--- src/core/trig_pkg.sv ---
package trig_pkg;

   // ------------------------------------------------------------
   // register map (word aligned byte addresses)
   // ------------------------------------------------------------
   localparam logic [3:0] ADDR_CTRL   = 4'h0;
   localparam logic [3:0] ADDR_CMD    = 4'h4;
   localparam logic [3:0] ADDR_PERIOD = 4'h8;
   localparam logic [3:0] ADDR_NCYC   = 4'hC;

   // ctrl fields
   localparam int CTRL_SRC_LSB   = 0;   // 4-bit source code
   localparam int CTRL_SLOPE_BIT = 4;
   localparam int CTRL_MODE_LSB  = 5;   // 3-bit mode code
   localparam int CTRL_GATE_BIT  = 8;   // gate/key from ext (else internal)
   // cmd strobes (write-one pulses)
   localparam int CMD_SWTRIG_BIT = 0;
   localparam int CMD_SETUP_BIT  = 1;

   // source codes: 0..7 ttltrg lines, then bus, ext, imm
   localparam logic [3:0] SRC_BUS = 4'h8;
   localparam logic [3:0] SRC_EXT = 4'h9;
   localparam logic [3:0] SRC_IMM = 4'hA;

   localparam logic [2:0] MODE_OFF   = 3'h0;
   localparam logic [2:0] MODE_BURST = 3'h1;
   localparam logic [2:0] MODE_SWEEP = 3'h2;
   localparam logic [2:0] MODE_GATED = 3'h3;
   localparam logic [2:0] MODE_FSK   = 3'h4;

   localparam logic       SLOPE_POS_RST  = 1'b0;
   localparam logic [31:0] PERIOD_RST    = 32'h0007_A120; // 100 Hz at 50 MHz
   localparam logic [15:0] NCYC_RST      = 16'h0001;

   // external pulse minimum width in ns and in clocks
   localparam int CLK_NS          = 20;
   localparam int MIN_PULSE_NS    = 2000;
   localparam int MIN_PULSE_CYC   = MIN_PULSE_NS / CLK_NS;

   typedef struct packed {
      logic [3:0]  address;
      logic        read;
      logic        write;
      logic [31:0] writedata;
   } av_req_t;

   typedef struct packed {
      logic        gate_src_ext;
      logic [2:0]  mode;
      logic        slope_neg;
      logic [3:0]  source;
   } ctrl_t;

endpackage

--- src/core/edge_sync.sv ---
`timescale 1ns/1ps
`default_nettype none
// two-stage synchroniser with rise/fall pulse outputs
module edge_sync
   import trig_pkg::*;
(
   input  wire logic clock,
   input  wire logic reset_n,
   input  wire logic async_in,
   output logic      level,
   output logic      rise,
   output logic      fall
);
   logic meta_reg;
   logic sync_reg;
   logic last_reg;

   always_ff @(posedge clock)
   begin
      if (!reset_n)
      begin
         meta_reg <= 1'b0;
         sync_reg <= 1'b0;
         last_reg <= 1'b0;
      end
      else
      begin
         meta_reg <= async_in;
         sync_reg <= meta_reg;
         last_reg <= sync_reg;
      end
   end

   assign level = sync_reg;
   assign rise  = sync_reg & ~last_reg;
   assign fall  = ~sync_reg & last_reg;
endmodule
`default_nettype wire

--- src/core/trigger_select.sv ---
// Implementation choices: the address map and the Avalon-MM interface to the registers.
`timescale 1ns/1ps
`default_nettype none
// Function
// - triggers start only counted bursts and sweeps, never gated or fsk
// - slope polarity selectable for external and ttltrg sources
// - positive: rising external edge, falling ttltrg edge
// - negative: falling external edge, rising ttltrg edge
// - gating and fsk keying ignore slope setting
// - exactly one source: bus, external, immediate, or ttltrg 0..7
// - source resets to immediate
// - combined output setup command forces source to immediate
// - internal timer repeats at burst rate or sweep time
// - one burst or sweep per qualifying hardware edge; edges during a running burst are ignored
// - bus mode: one burst or sweep per software trigger or get; requests during a running burst are ignored
// - sweep mode, hardware source: one sweep per qualifying edge
// - fsk keyed: carrier when input low, hop when high
// - counted burst: exactly configured cycle count per trigger
// - gated burst: carrier while input high, output off when low
module trigger_select
   import trig_pkg::*;
(
   input  wire logic        clock,
   input  wire logic        reset_n,
   input  wire logic [3:0]  address,
   input  wire logic        read,
   input  wire logic        write,
   input  wire logic [31:0] writedata,
   output logic [31:0]      readdata,
   output logic             waitrequest,
   input  wire logic        ext_trig_in,
   input  wire logic [7:0]  ttltrg_in,
   input  wire logic        get_msg,
   input  wire logic        cycle_done,
   output logic             burst_start,
   output logic             sweep_start,
   output logic             output_enable,
   output logic             fsk_hop,
   output logic             burst_active
);

   // ------------------------------------------------------------
   // synchronisers
   // ------------------------------------------------------------
   logic       ext_lvl;
   logic       ext_rise;
   logic       ext_fall;
   logic [7:0] ttl_lvl;
   logic [7:0] ttl_rise;
   logic [7:0] ttl_fall;

   edge_sync u_ext_sync (
      .clock    (clock),
      .reset_n  (reset_n),
      .async_in (ext_trig_in),
      .level    (ext_lvl),
      .rise     (ext_rise),
      .fall     (ext_fall)
   );

   genvar gi;
   generate
      for (gi = 0; gi < 8; gi++)
      begin : g_ttl
         edge_sync u_ttl_sync (
            .clock    (clock),
            .reset_n  (reset_n),
            .async_in (ttltrg_in[gi]),
            .level    (ttl_lvl[gi]),
            .rise     (ttl_rise[gi]),
            .fall     (ttl_fall[gi])
         );
      end
   endgenerate

   // get is a same-clock pulse from the host interface
   // ------------------------------------------------------------
   // registers
   // ------------------------------------------------------------
   ctrl_t        ctrl_reg;
   ctrl_t        ctrl_next;
   logic [31:0]  period_reg;
   logic [31:0]  period_next;
   logic [15:0]  ncyc_reg;
   logic [15:0]  ncyc_next;
   logic [31:0]  rdata_reg;
   logic [31:0]  rdata_next;
   logic         wait_reg;
   logic         wait_next;
   logic         swtrig_reg;
   logic         swtrig_next;

   function automatic logic is_ttl(input logic [3:0] s);
      return s[3] == 1'b0;
   endfunction

   logic acc;
   logic wr_commit;
   logic [15:0] count_reg;
   logic [15:0] count_next;
   logic        active_reg;
   logic        active_next;

   // one wait cycle on every access: answer on the second edge
   assign acc = (read | write) & wait_reg;
   // writes land only on the edge that completes the transfer
   assign wr_commit = write & ~wait_reg;

   always_comb
   begin
      ctrl_next   = ctrl_reg;
      period_next = period_reg;
      ncyc_next   = ncyc_reg;
      rdata_next  = rdata_reg;
      wait_next   = 1'b1;
      swtrig_next = 1'b0;
      if (acc)
         wait_next = 1'b0;
      if (wr_commit)
      begin
         unique case (address)
            ADDR_CTRL:
            begin
               // illegal source codes keep previous source
               if (writedata[CTRL_SRC_LSB +: 4] <= SRC_IMM)
                  ctrl_next.source = writedata[CTRL_SRC_LSB +: 4];
               ctrl_next.slope_neg    = writedata[CTRL_SLOPE_BIT];
               ctrl_next.mode         = writedata[CTRL_MODE_LSB +: 3];
               ctrl_next.gate_src_ext = writedata[CTRL_GATE_BIT];
            end
            ADDR_CMD:
            begin
               swtrig_next = writedata[CMD_SWTRIG_BIT];
               if (writedata[CMD_SETUP_BIT])
               begin
                  ctrl_next.source    = SRC_IMM;
                  ctrl_next.slope_neg = SLOPE_POS_RST;
               end
            end
            ADDR_PERIOD:
               period_next = (writedata == 32'h0000_0000) ?
                             32'h0000_0001 : writedata;
            ADDR_NCYC:
               ncyc_next = (writedata[15:0] == 16'h0000) ?
                           16'h0001 : writedata[15:0];
            default:
               ;
         endcase
      end
      if (acc && read)
      begin
         unique case (address)
            ADDR_CTRL:
               rdata_next = {23'h0, ctrl_reg};
            ADDR_CMD:
               rdata_next = {31'h0, active_reg};
            ADDR_PERIOD:
               rdata_next = period_reg;
            ADDR_NCYC:
               rdata_next = {16'h0, ncyc_reg};
            default:
               rdata_next = 32'h0000_0000;
         endcase
      end
   end

   always_ff @(posedge clock)
   begin
      if (!reset_n)
      begin
         ctrl_reg   <= '{gate_src_ext: 1'b0, mode: MODE_OFF,
                         slope_neg: SLOPE_POS_RST, source: SRC_IMM};
         period_reg <= PERIOD_RST;
         ncyc_reg   <= NCYC_RST;
         rdata_reg  <= 32'h0000_0000;
         wait_reg   <= 1'b1;
         swtrig_reg <= 1'b0;
      end
      else
      begin
         ctrl_reg   <= ctrl_next;
         period_reg <= period_next;
         ncyc_reg   <= ncyc_next;
         rdata_reg  <= rdata_next;
         wait_reg   <= wait_next;
         swtrig_reg <= swtrig_next;
      end
   end

   assign readdata    = rdata_reg;
   assign waitrequest = wait_reg;

   // ------------------------------------------------------------
   // trigger qualification
   // ------------------------------------------------------------
   logic        hw_edge;
   logic        sel_rise;
   logic        sel_fall;
   logic        timer_tick;
   logic        trig;
   logic [31:0] timer_reg;
   logic [31:0] timer_next;

   always_comb
   begin
      sel_rise = ext_rise;
      sel_fall = ext_fall;
      if (is_ttl(ctrl_reg.source))
      begin
         sel_rise = ttl_rise[ctrl_reg.source[2:0]];
         sel_fall = ttl_fall[ctrl_reg.source[2:0]];
      end
      // ttltrg is ground true, so its polarity is inverted
      if (is_ttl(ctrl_reg.source) ^ ctrl_reg.slope_neg)
         hw_edge = sel_fall;
      else
         hw_edge = sel_rise;
      if (!(is_ttl(ctrl_reg.source) || ctrl_reg.source == SRC_EXT))
         hw_edge = 1'b0;
   end

   // timer free-runs only with immediate source selected
   always_comb
   begin
      timer_next = 32'h0000_0000;
      timer_tick = 1'b0;
      if (ctrl_reg.source == SRC_IMM)
      begin
         if (timer_reg >= period_reg - 32'h0000_0001)
            timer_tick = 1'b1;
         else
            timer_next = timer_reg + 32'h0000_0001;
      end
   end

   // one source at a time
   assign trig = hw_edge | timer_tick |
                 ((ctrl_reg.source == SRC_BUS) & (swtrig_reg | get_msg));

   // ------------------------------------------------------------
   // burst counter and outputs
   // ------------------------------------------------------------
   logic bstart_next;
   logic sstart_next;
   logic oe_next;
   logic hop_next;
   logic bstart_reg;
   logic sstart_reg;
   logic oe_reg;
   logic hop_reg;

   always_comb
   begin
      count_next  = count_reg;
      active_next = active_reg;
      bstart_next = 1'b0;
      sstart_next = 1'b0;
      hop_next    = 1'b0;
      oe_next     = 1'b1;
      unique case (ctrl_reg.mode)
         MODE_BURST:
         begin
            // a trigger during a running burst is ignored
            if (trig && !active_reg)
            begin
               bstart_next = 1'b1;
               active_next = 1'b1;
               count_next  = ncyc_reg;
            end
            else if (active_reg && cycle_done)
            begin
               count_next = count_reg - 16'h0001;
               if (count_reg == 16'h0001)
                  active_next = 1'b0;
            end
            oe_next = active_reg;
         end
         MODE_SWEEP:
            sstart_next = trig;
         MODE_GATED:
         begin
            active_next = 1'b0;
            // level only, slope ignored
            oe_next = ctrl_reg.gate_src_ext ? ext_lvl : 1'b1;
         end
         MODE_FSK:
         begin
            active_next = 1'b0;
            hop_next = ctrl_reg.gate_src_ext & ext_lvl;
         end
         default:
            active_next = 1'b0;
      endcase
   end

   always_ff @(posedge clock)
   begin
      if (!reset_n)
      begin
         timer_reg  <= 32'h0000_0000;
         count_reg  <= 16'h0000;
         active_reg <= 1'b0;
         bstart_reg <= 1'b0;
         sstart_reg <= 1'b0;
         oe_reg     <= 1'b1;
         hop_reg    <= 1'b0;
      end
      else
      begin
         timer_reg  <= timer_next;
         count_reg  <= count_next;
         active_reg <= active_next;
         bstart_reg <= bstart_next;
         sstart_reg <= sstart_next;
         oe_reg     <= oe_next;
         hop_reg    <= hop_next;
      end
   end

   assign burst_start   = bstart_reg;
   assign sweep_start   = sstart_reg;
   assign output_enable = oe_reg;
   assign fsk_hop       = hop_reg;
   assign burst_active  = active_reg;

   // ------------------------------------------------------------
   // assertions
   // ------------------------------------------------------------
   property p_reset_src;
      @(posedge clock) !reset_n |=> ctrl_reg.source == SRC_IMM;
   endproperty
   a_reset_src: assert property (p_reset_src)
      else $error("source not immediate after reset");

   property p_setup_src;
      @(posedge clock) disable iff (!reset_n)
      wr_commit && address == ADDR_CMD && writedata[CMD_SETUP_BIT]
      |=> ctrl_reg.source == SRC_IMM;
   endproperty
   a_setup_src: assert property (p_setup_src)
      else $error("setup command left source unchanged");

   property p_no_trig_gated;
      @(posedge clock) disable iff (!reset_n)
      (ctrl_reg.mode == MODE_GATED || ctrl_reg.mode == MODE_FSK)
      |=> !burst_start && !sweep_start;
   endproperty
   a_no_trig_gated: assert property (p_no_trig_gated)
      else $error("trigger started gated or fsk operation");

   property p_ext_pos;
      @(posedge clock) disable iff (!reset_n)
      ctrl_reg.source == SRC_EXT && !ctrl_reg.slope_neg && ext_rise &&
      ctrl_reg.mode == MODE_SWEEP |=> sweep_start;
   endproperty
   a_ext_pos: assert property (p_ext_pos)
      else $error("rising external edge missed");

   property p_ttl_neg;
      @(posedge clock) disable iff (!reset_n)
      is_ttl(ctrl_reg.source) && ctrl_reg.slope_neg &&
      ttl_fall[ctrl_reg.source[2:0]] && ctrl_reg.mode == MODE_SWEEP
      |=> !sweep_start;
   endproperty
   a_ttl_neg: assert property (p_ttl_neg)
      else $error("ttl falling edge fired with negative slope");

   property p_bus;
      @(posedge clock) disable iff (!reset_n)
      ctrl_reg.source != SRC_BUS && !is_ttl(ctrl_reg.source) &&
      ctrl_reg.source != SRC_IMM && !ext_rise && !ext_fall
      |=> !sweep_start;
   endproperty
   a_bus: assert property (p_bus)
      else $error("sweep started without selected source");

   property p_fsk;
      @(posedge clock) disable iff (!reset_n)
      ctrl_reg.mode == MODE_FSK && ctrl_reg.gate_src_ext
      |=> fsk_hop == $past(ext_lvl);
   endproperty
   a_fsk: assert property (p_fsk)
      else $error("fsk hop does not follow input");

   property p_gate;
      @(posedge clock) disable iff (!reset_n)
      ctrl_reg.mode == MODE_GATED && ctrl_reg.gate_src_ext
      |=> output_enable == $past(ext_lvl);
   endproperty
   a_gate: assert property (p_gate)
      else $error("gated output does not follow input");

   property p_burst_len;
      @(posedge clock) disable iff (!reset_n)
      ctrl_reg.mode == MODE_BURST && burst_active && count_reg == 16'h0001
      && cycle_done |=> !burst_active;
   endproperty
   a_burst_len: assert property (p_burst_len)
      else $error("burst did not end after last cycle");

   c_burst: cover property (@(posedge clock) burst_start);
   c_sweep: cover property (@(posedge clock) sweep_start);
   c_hop:   cover property (@(posedge clock) fsk_hop);
endmodule
`default_nettype wire

--- config.mk ---
export PLATFORM = sky130hd
export DESIGN_NAME = trigger_select
export DESIGN_NICKNAME = d
export VERILOG_FILES = /design/src/core/trig_pkg.sv /design/src/core/edge_sync.sv /design/src/core/trigger_select.sv
export SDC_FILE = /design/constraint.sdc
export NUM_CORES = 1
export LEC_CHECK = 0
export ABC_AREA = 1
export BUFFER_PORTS_ARGS = -buffer_cell sky130_fd_sc_hd__buf_4
export CORE_ASPECT_RATIO = 1.5
export CORE_MARGIN = 5
export CORE_UTILIZATION = 60
export CTS_BUF_LIST = sky130_fd_sc_hd__clkbuf_8
export CTS_CLUSTER_SIZE = 28
export DETAILED_ROUTE_END_ITERATION = 16
export HOLD_SLACK_MARGIN = 0.03
export MAX_ROUTING_LAYER = met4
export PLACE_DENSITY = 0.81
export RECOVER_POWER = 50
export SYNTH_ARGS = -nofsm -noshare
export SYNTH_HDL_FRONTEND = slang
export SYNTH_SLANG_ARGS = --single-unit
--- constraint.sdc ---
create_clock -name clock -period 8.2 [get_ports clock]
set_input_delay 0.41 -clock clock [delete_from_list [all_inputs] [get_ports clock]]
set_output_delay 0.41 -clock clock [all_outputs]
set_load 0.005 [all_outputs]
==> impl_metrics.json, run 1 <==
{
  "status": "complete, but fails checks",
  "violations": "capacitance limit, slew limit",
  "power_density_nw_per_um2": 153,
  "drc": 0,
  "regToRegSetupSlack_ps": 4190,
  "grt_pass1_wl_mm": 39.2,
  "async_flop_share": 0,
  "synth_xor_xnor_area_share": 0.0591,
  "synth_nets": 1354,
  "cp-startpoint": "reset_n",
  "crit_arrival_ps": 5050,
  "synth_ff_type": "dfxtp_1",
  "synth_top_family_by_area": "simple AND/OR/NAND/NOR gates",
  "worstHoldStart": "ttltrg_in[6]",
  "overflow": 0,
  "die_w_um": 109,
  "final_cells": 1547,
  "worstSkewPairLatency_ps": 490,
  "die_h_um": 159,
  "cts_tree": "yes",
  "fin_nets": 1425,
  "hold_buffers": 0,
  "synth_warnings": 0,
  "synth_compound_area_frac": 0.0999,
  "dieArea_um2": 17400,
  "synthCells": 1267,
  "core-area_um2": 14500,
  "cts_root_buffer": "clkbuf_8",
  "place_congestion": 1.01,
  "antenna_found_initial": 0,
  "worstMarginPinSlew_ps": 3500,
  "synthMuxAreaShare": 0,
  "report.final.hold_viol_count": 0,
  "rows": 54,
  "cp.required_ps": 8570,
  "synthAdderAreaFrac": 0.0507,
  "synth-seq-cells": 171,
  "leakage_uw": 0.00447,
  "numPortBuffers": 88,
  "min_period_over_period": 0.571,
  "drtIter0Drc": 600,
  "via_per_inst": 5.42,
  "final_cell_area_um2": 10000,
  "syn2layout_area_growth_pct": 12.4,
  "fin_worst_skew_ps": 15.7,
  "r2r-end": "timer_reg[9]$_SDFF_PP0_",
  "synth_edf_count": 0,
  "fin_crit_ps": 4690,
  "rsz0062_at_grt": "false",
  "fill_cells": 1303,
  "grt_pass1_vias": 8261,
  "worst-r2r-cell-count": 23,
  "drv_cap": 2,
  "cts.path.max_buffers": 2,
  "dpl.hpwl_mm": 18.0,
  "max_slew_margin": -1.34,
  "drv_slew": 141,
  "seq_area_frac_synth": 0.385,
  "syn_area_um2": 8890,
  "route.detailed.wl_per_inst_um": 15.4,
  "cts_max_level": 4,
  "grtUsageTotal": 0.290,
  "setup-tns-final_ps": 0,
  "worst_ir_drop_vdd_mv": 0.133,
  "dp_cells": 1515,
  "numCtsBuffers": 17,
  "layout-drive-gt1-share": 0.124,
  "cts.sinks": 171,
  "placed_area_um2": 9640,
  "hp-class": "primary input to flop",
  "ioPinCount": 89,
  "synth_top_area_cell": "dfxtp_1",
  "hold_depth": 3,
  "min_to": "g_ttl[6].u_ttl_sync.meta_reg$_SDFF_PN0_",
  "drt-total-wl_mm": 23.7,
  "fmax_mhz": 213,
  "critical_path.endpoint_type": "flop",
  "drtPass1Iterations": 5,
  "synthSimpleGateAreaFrac": 0.317,
  "avgSynthCellArea_um2": 7.02,
  "setup_violations": 0,
  "post_cts_buffers": 0,
  "drtAntennaViolNets": 0,
  "synth_area_leaders": "dfxtp_1 (39%), nand2_1 (13%), inv_1 (6.5%)",
  "path_clk_slew_ps": 100,
  "start_util": 0.612,
  "worstSetupStartpointType": "primary input",
  "crit_path_max_fanout": 82,
  "crit_type": "primary input to flop",
  "yosysUniqueCellTypes": 43,
  "n_antenna_cell": 0,
  "via_count": 8382,
  "post_cts_resized": 0,
  "r2r-start": "period_reg[0]$_SDFFE_PN0P_",
  "grt_max_degree": 83,
  "synth_top_area_frac": 0.385
}
-- cell type report --
type,instances,area (µm²),share of cell area
inverter,160,601,0.0601
clock buffer,18,248,0.0248
clock inverter,14,148,0.0148
sequential,171,3420,0.342
multi-input combinational,897,4690,0.469
timing repair buffer,91,646,0.0646
tap,196,245,0.0245
-- worst max path at each step --
stage / end / slack (ps) / cells after the start
floorplan: count_reg[10]$_SDFFE_PN0P_ / 4870 / 28
global placement: timer_reg[9]$_SDFF_PP0_ / 4420 / 23
detailed placement: timer_reg[9]$_SDFF_PP0_ / 4240 / 23
CTS: timer_reg[9]$_SDFF_PP0_ / 4150 / 23
global route: ctrl_reg[0]$_SDFFE_PN0P_ / 3050 / 4
finish: ctrl_reg[0]$_SDFFE_PN0P_ / 3510 / 4
-- critical path: stages --
cell	delay, ps
clkbuf_1	2440
clkinv_1	430
clkbuf_1	1120
a211oi_1	620
-- cell usage in the layout (no fill, tap or decap), types with 4 or more instances in the layout --
cell      count
a211oi_1     10
a21oi_1      79
buf_4        51
clkbuf_1     10
clkbuf_4     30
clkbuf_8     18
dfxtp_1     171
ha_1         36
inv_1       153
inv_2         6
inv_6         5
nand2_1     312
nand3_1      74
nand4_1      18
nor2_1      151
nor2_2       32
nor3_1       25
nor3_2        4
nor4_1        9
o211ai_1      8
o21ai_0      43
o221ai_1      7
xnor2_1      18
xor2_1       42
-- cell usage after synthesis (all sizes together), types with 10 or more instances --
library cell,n
xnor2,18
clkbuf,32
nand3,76
nor3,29
a21oi,79
o21ai,45
dfxtp,171
xor2,42
a211oi,10
nand4,18
nor4,10
nor2,184
nand2,317
ha,36
inv,160
-- power breakdown --
part	total, µW	leakage [µW]	internal [µW]	switching (µW)
registers	848	0.00138	840	7.91
clock network	592	0.000199	235	357
logic	86.9	0.00289	31.6	55.3
-- layer usage --
metal / wire length, µm / vias to the layer above / part of all wire / track usage
met5: 0 / - / 0 / -
met4: 1500 / 0 / 0.063 / 0.174
met3: 1240 / 94 / 0.052 / 0.0523
met2: 12100 / 262 / 0.51 / 0.484
met1: 8920 / 3825 / 0.38 / 0.314
li1: - / 4201 / - / -
-- stage by stage --
| stage | hold slack [ps] | util | setup WS [ps] | total power [µW] |
|---|---|---|---|---|
| 2_1_floorplan | 390 | - | 4870 | 911 |
| 3_3_place_gp | 393 | 0.664 | 4420 | 951 |
| 3_5_place_dp | 399 | 0.664 | 4240 | 953 |
| 4_1_cts | 80.2 | 0.691 | 4150 | 1540 |
| 5_1_grt | 85.6 | 0.688 | 3050 | 1580 |
| 6_report | 95.8 | 0.688 | 3510 | 1530 |
-- logic make-up after synthesis --
kind of cell,after synthesis
xor gates and xnor gates,60
adders and majority gates,36
and+or+nand+nor,643
DFF,171
buffers and inverters,199
AOI/OAI and AO/OA,158
No activity file was read; power rests on OpenSTA's default activity.
==> inputs of run 2 (changes only) <==
==> constraint.sdc (replaced) <==
create_clock -name clock -period 4.6 [get_ports clock]
set_input_delay 0.23 -clock clock [delete_from_list [all_inputs] [get_ports clock]]
set_output_delay 0.23 -clock clock [all_outputs]
set_load 0.005 [all_outputs]
==> run 2 against run 1 <==
  * The run now ends clean
  * Utilization rose by 2.8 points
  * Sequential power grew 78%
  * Final area is 4.0% higher
  * Clock skew shrank 2.2 ps
  * Critical path depth grew 23
  * Worst hold slack got worse by 45 ps
  * Cell count increased by 2.3%
  * Largest cell class unchanged
  * Largest power group unchanged
==> impl_metrics.json, run 2 (synthesis results as in run 1) <==
{
  "status": "completed",
  "grt_pass1_wl_mm": 39.7,
  "cts_root_buffer": "clkbuf_8",
  "die_h_um": 159,
  "setup_violations": 0,
  "syn2layout_area_growth_pct": 17.0,
  "dpl.hpwl_mm": 18.0,
  "final_common_cell": "nand2_1",
  "multi_input_area_um2": 4680,
  "cp.required_ps": 4980,
  "fin_worst_skew_ps": 13.5,
  "drv_cap": 0,
  "drtIter0Drc": 542,
  "core-area_um2": 14500,
  "drv_slew": 0,
  "cp_slowest_stage_delay_ps": 330,
  "fmax_mhz": 250,
  "grtUsageTotal": 0.294,
  "setup-tns-final_ps": 0,
  "power_density_nw_per_um2": 275,
  "n_antenna_cell": 0,
  "layout_common_cells": "nand2_1 (312), dfxtp_1 (171), inv_1 (155)",
  "grt_pass1_vias": 8423,
  "antenna_found_initial": 0,
  "min_period_over_period": 0.871,
  "hp-class": "primary input to flop",
  "final_util": 0.716,
  "post_cts_resized": 0,
  "drtAntennaViolNets": 0,
  "cts.sinks": 171,
  "worstMarginPinSlew_ps": 1350,
  "slowest_stage": "dfxtp_1",
  "drc": 0,
  "die_w_um": 109,
  "worstSetupStartpointType": "flop",
  "via_count": 8583,
  "grt_max_degree": 83,
  "path_common_cell": "nand2_1",
  "dieArea_um2": 17400,
  "layout-drive-gt1-share": 0.120,
  "worstHoldStart": "read",
  "report.final.hold_viol_count": 0,
  "crit_arrival_ps": 4390,
  "rsz0062_at_grt": "false",
  "crit_type": "flop to flop",
  "worstSkewPairLatency_ps": 480,
  "max_slew_margin": 0.100,
  "r2r-start": "period_reg[0]$_SDFFE_PN0P_",
  "via_per_inst": 5.43,
  "cts_max_level": 4,
  "seqCellArea_um2": 3420,
  "cp-startpoint": "period_reg[0]$_SDFFE_PN0P_",
  "path_clk_slew_ps": 100,
  "drtPass1Iterations": 6,
  "numCtsBuffers": 17,
  "place_congestion": 0.988,
  "critical_path.endpoint_type": "flop",
  "drt-total-wl_mm": 24.2,
  "fin_crit_ps": 4010,
  "worst_ir_drop_vdd_mv": 0.289,
  "finalHoldWorstSlack_ps": 51.0,
  "dp_slack_ps": 628,
  "leakage_uw": 0.00465,
  "overflow": 0,
  "crit_path_max_fanout": 19,
  "setup_ws_ps": 593,
  "route.detailed.wl_per_inst_um": 15.3,
  "fill_cells": 1218,
  "numPortBuffers": 88,
  "rows": 54,
  "start_util": 0.612,
  "fin_nets": 1460,
  "cts_tree": "yes",
  "cts.path.max_buffers": 2,
  "ioPinCount": 89
}
run 2: per-stage QoR:
stage | cell area (µm²) | std cells | power (µW)
floorplan | 8890 | 1267 | 1620
global placement | 9650 | 1516 | 1700
detailed placement | 9650 | 1516 | 1700
CTS | 10400 | 1581 | 2870
global route | 10400 | 1582 | 2960
finish | 10400 | 1582 | 2860
run 2: timing repair:
action / CTS / global route
setup buffers: 0 / 0
hold buffers: 33 / 1
endpoints found under the setup margin: 0 / 0
endpoints found under the hold margin: 37 / 1
run 2: power breakdown:
group | internal, µW | switching, µW | total [µW]
clock network | 532 | 640 | 1170
registers | 1500 | 13.7 | 1510
logic | 75.1 | 104 | 179
total | 2100 | 758 | 2860
run 2: critical path: cells and delay by family, from the launching register on:
family                   cells  cell delay [ps]
AO/OA/AOI/OAI                2              230
XOR/XNOR                     1              150
adder cells (fa/ha/maj)      2              470
buffers and inverters        2              190
flip-flops                   1              330
AND/OR/NAND/NOR             20             2530
run 2: cell type report:
class | count | area share
multi-input cells | 897 | 0.450
flip-flops and latches | 171 | 0.329
repair buffers | 126 | 0.0966
inverters | 160 | 0.0578
clock buffers | 18 | 0.0238
well taps | 196 | 0.0236
clock inverters | 14 | 0.0191
run 2: per-layer routing:
| layer | vias to the layer above | part of all wire | global-route usage |
|---|---|---|---|
| li1 | 4255 | - | - |
| met1 | 3900 | 0.38 | 0.319 |
| met2 | 318 | 0.51 | 0.495 |
| met3 | 110 | 0.052 | 0.0491 |
| met4 | 0 | 0.065 | 0.169 |
| met5 | - | 0 | - |
run 2: final timing paths:
check / end / slack (ps) / depth (start not counted)
setup / recovery: count_reg[14]$_SDFFE_PN0P_ / 590 / 27
hold / removal: waitrequest$_SDFF_PN1_ / 50 / 3
setup reg to reg: count_reg[14]$_SDFFE_PN0P_ / 590 / 27
hold reg to reg: g_ttl[2].u_ttl_sync.level$_SDFF_PN0_ / 420 / 2
==> inputs of run 3 (changes only) <==
--- a/config.mk
+++ b/config.mk
@@ -6,16 +6,16 @@
 export NUM_CORES = 1
 export LEC_CHECK = 0
 export ABC_AREA = 1
-export BUFFER_PORTS_ARGS = -buffer_cell sky130_fd_sc_hd__buf_4
 export CORE_ASPECT_RATIO = 1.5
 export CORE_MARGIN = 5
 export CORE_UTILIZATION = 60
 export CTS_BUF_LIST = sky130_fd_sc_hd__clkbuf_8
 export CTS_CLUSTER_SIZE = 28
 export DETAILED_ROUTE_END_ITERATION = 16
+export DONT_BUFFER_PORTS = 1
 export HOLD_SLACK_MARGIN = 0.03
 export MAX_ROUTING_LAYER = met4
-export PLACE_DENSITY = 0.81
+export PLACE_DENSITY = 0.76
 export RECOVER_POWER = 50
 export SYNTH_ARGS = -nofsm -noshare
 export SYNTH_HDL_FRONTEND = slang
==> run 3 against run 2 <==
  * Global-route usage decreased by 0.059 points
  * Critical path depth decreased by 5
  * Maximum frequency increased by 0.64%
  * Sequential power about the same
  * Clock skew increased by 8.6 ps
  * First-iteration DRC count decreased by 7.0%
  * Count of clock-buffer cells in the layout unchanged
  * Total power decreased by 5.8%
  * Sequential share of layout area increased by 1.9 points
  * Die area unchanged
  * Largest cell class unchanged
==> impl_metrics.json, run 3 (synthesis results as in run 1) <==
{
  "antenna_found_initial": 0,
  "min_period_over_period": 0.866,
  "layout_common_cells": "nand2_1 (312), dfxtp_1 (171), inv_1 (157)",
  "crit_path_max_fanout": 30,
  "dpl.hpwl_mm": 17.4,
  "crit_type": "flop to flop",
  "grt_max_degree": 82,
  "die_h_um": 159,
  "drt-total-wl_mm": 24.2,
  "worstMarginPinSlew_ps": 1040,
  "cts.path.max_buffers": 2,
  "grtUsageTotal": 0.293,
  "start_util": 0.612,
  "crit_arrival_ps": 4340,
  "final_common_cell": "nand2_1",
  "worstSetupStartpointType": "flop",
  "via_per_inst": 5.45,
  "placed_area_um2": 8990,
  "cts_max_level": 4,
  "cts.sinks": 171,
  "layout-drive-gt1-share": 0.0672,
  "drtAntennaViolNets": 0,
  "worst_ir_drop_vdd_mv": 0.252,
  "power_density_nw_per_um2": 274,
  "drtIter0Drc": 504,
  "hold_depth": 3,
  "leakage_uw": 0.00429,
  "hp-class": "primary input to flop",
  "grt_pass1_wl_mm": 39.5,
  "path_clk_slew_ps": 100,
  "via_count": 8208,
  "max_slew_margin": 0.308,
  "numCtsBuffers": 17,
  "critical_path.endpoint_type": "flop",
  "status": "completed",
  "rsz0062_at_grt": "false",
  "worstSkewPairLatency_ps": 470,
  "fin_worst_skew_ps": 22.2,
  "cp.required_ps": 4960,
  "cts_root_buffer": "clkbuf_8",
  "post_cts_buffers": 0,
  "rows": 54,
  "grt_pass1_vias": 7888,
  "syn2layout_area_growth_pct": 10.6,
  "place_congestion": 0.965,
  "core-area_um2": 14500,
  "final_util": 0.677,
  "setup-tns-final_ps": 0,
  "fin_nets": 1384,
  "die_w_um": 109,
  "fin_crit_ps": 3980,
  "worst-r2r-cell-count": 22,
  "drtPass1Iterations": 7,
  "drv_cap": 0,
  "route.detailed.wl_per_inst_um": 16.1,
  "cts_tree": "yes",
  "final_cell_area_um2": 9830,
  "overflow": 0,
  "n_antenna_cell": 0,
  "drv_slew": 0,
  "ioPinCount": 89,
  "report.final.hold_viol_count": 0,
  "fmax_mhz": 251,
  "drc": 0,
  "dieArea_um2": 17400,
  "numPortBuffers": 0,
  "setup_violations": 0
}
-- run 3: critical path, cell delays in order, from the launching register on --
cell     delay (ps)
dfxtp_1         330
inv_1           130
ha_1            210
nand2_1         100
nor2_2          150
nand2_1         130
nor2_2          150
nand3_1         130
nor2_1          160
nand4_1         120
nor2_1          170
xor2_1          160
inv_1            60
ha_1            270
nand2_1         100
nor2_1           60
nor2_1          110
nand3_1          80
a21oi_1         130
nand2_1          90
nor3_1          230
inv_1           470
nor3b_1         350
-- run 3: worst paths after layout --
| kind | startpoint | slack (ps) | endpoint |
|---|---|---|---|
| setup / recovery | period_reg[0]$_SDFFE_PN0P_ | 620 | timer_reg[14]$_SDFF_PP0_ |
| hold / removal | address[3] | 60 | swtrig_reg$_SDFF_PN0_ |
| setup reg to reg | period_reg[0]$_SDFFE_PN0P_ | 620 | timer_reg[14]$_SDFF_PP0_ |
| hold reg to reg | g_ttl[2].u_ttl_sync.meta_reg$_SDFF_PN0_ | 420 | g_ttl[2].u_ttl_sync.level$_SDFF_PN0_ |
-- run 3: metrics by stage --
step                hold WS, ps  worst slack (ps)  total power [µW]  std cells
floorplan                   328              1270              1620       1267
global placement            308               817              1640       1429
detailed placement          314               591              1640       1429
CTS                        30.1               581              2710       1506
global route               30.6              28.6              2800       1506
finish                     60.1               618              2700       1506
-- run 3: repair_timing --
action	CTS	global route
resized for setup	0	0
endpoints found under the hold margin	104	0
hold buffers	45	0
-- run 3: per-layer routing --
layer / GRT usage / vias up / share of wire / wire length, µm
met5: - / - / 0 / 0
met4: 0.153 / 0 / 0.056 / 1360
met3: 0.0661 / 89 / 0.058 / 1410
met2: 0.489 / 289 / 0.51 / 12400
met1: 0.320 / 3718 / 0.37 / 9090
li1: - / 4112 / - / -
-- run 3: cell type report --
| cell class | count | area [µm²] |
|---|---|---|
| flip-flops and latches | 171 | 3420 |
| clock inverters | 14 | 131 |
| well taps | 196 | 245 |
| clock buffers | 18 | 248 |
| repair buffers | 50 | 502 |
| inverters | 160 | 601 |
| multi-input cells | 897 | 4680 |
| fillers | 1297 | 4690 |
-- run 3: report_power, final --
part	internal, µW	switching, µW
Clock	414	624
Combinational	55.2	91.9
Sequential	1500	14.4
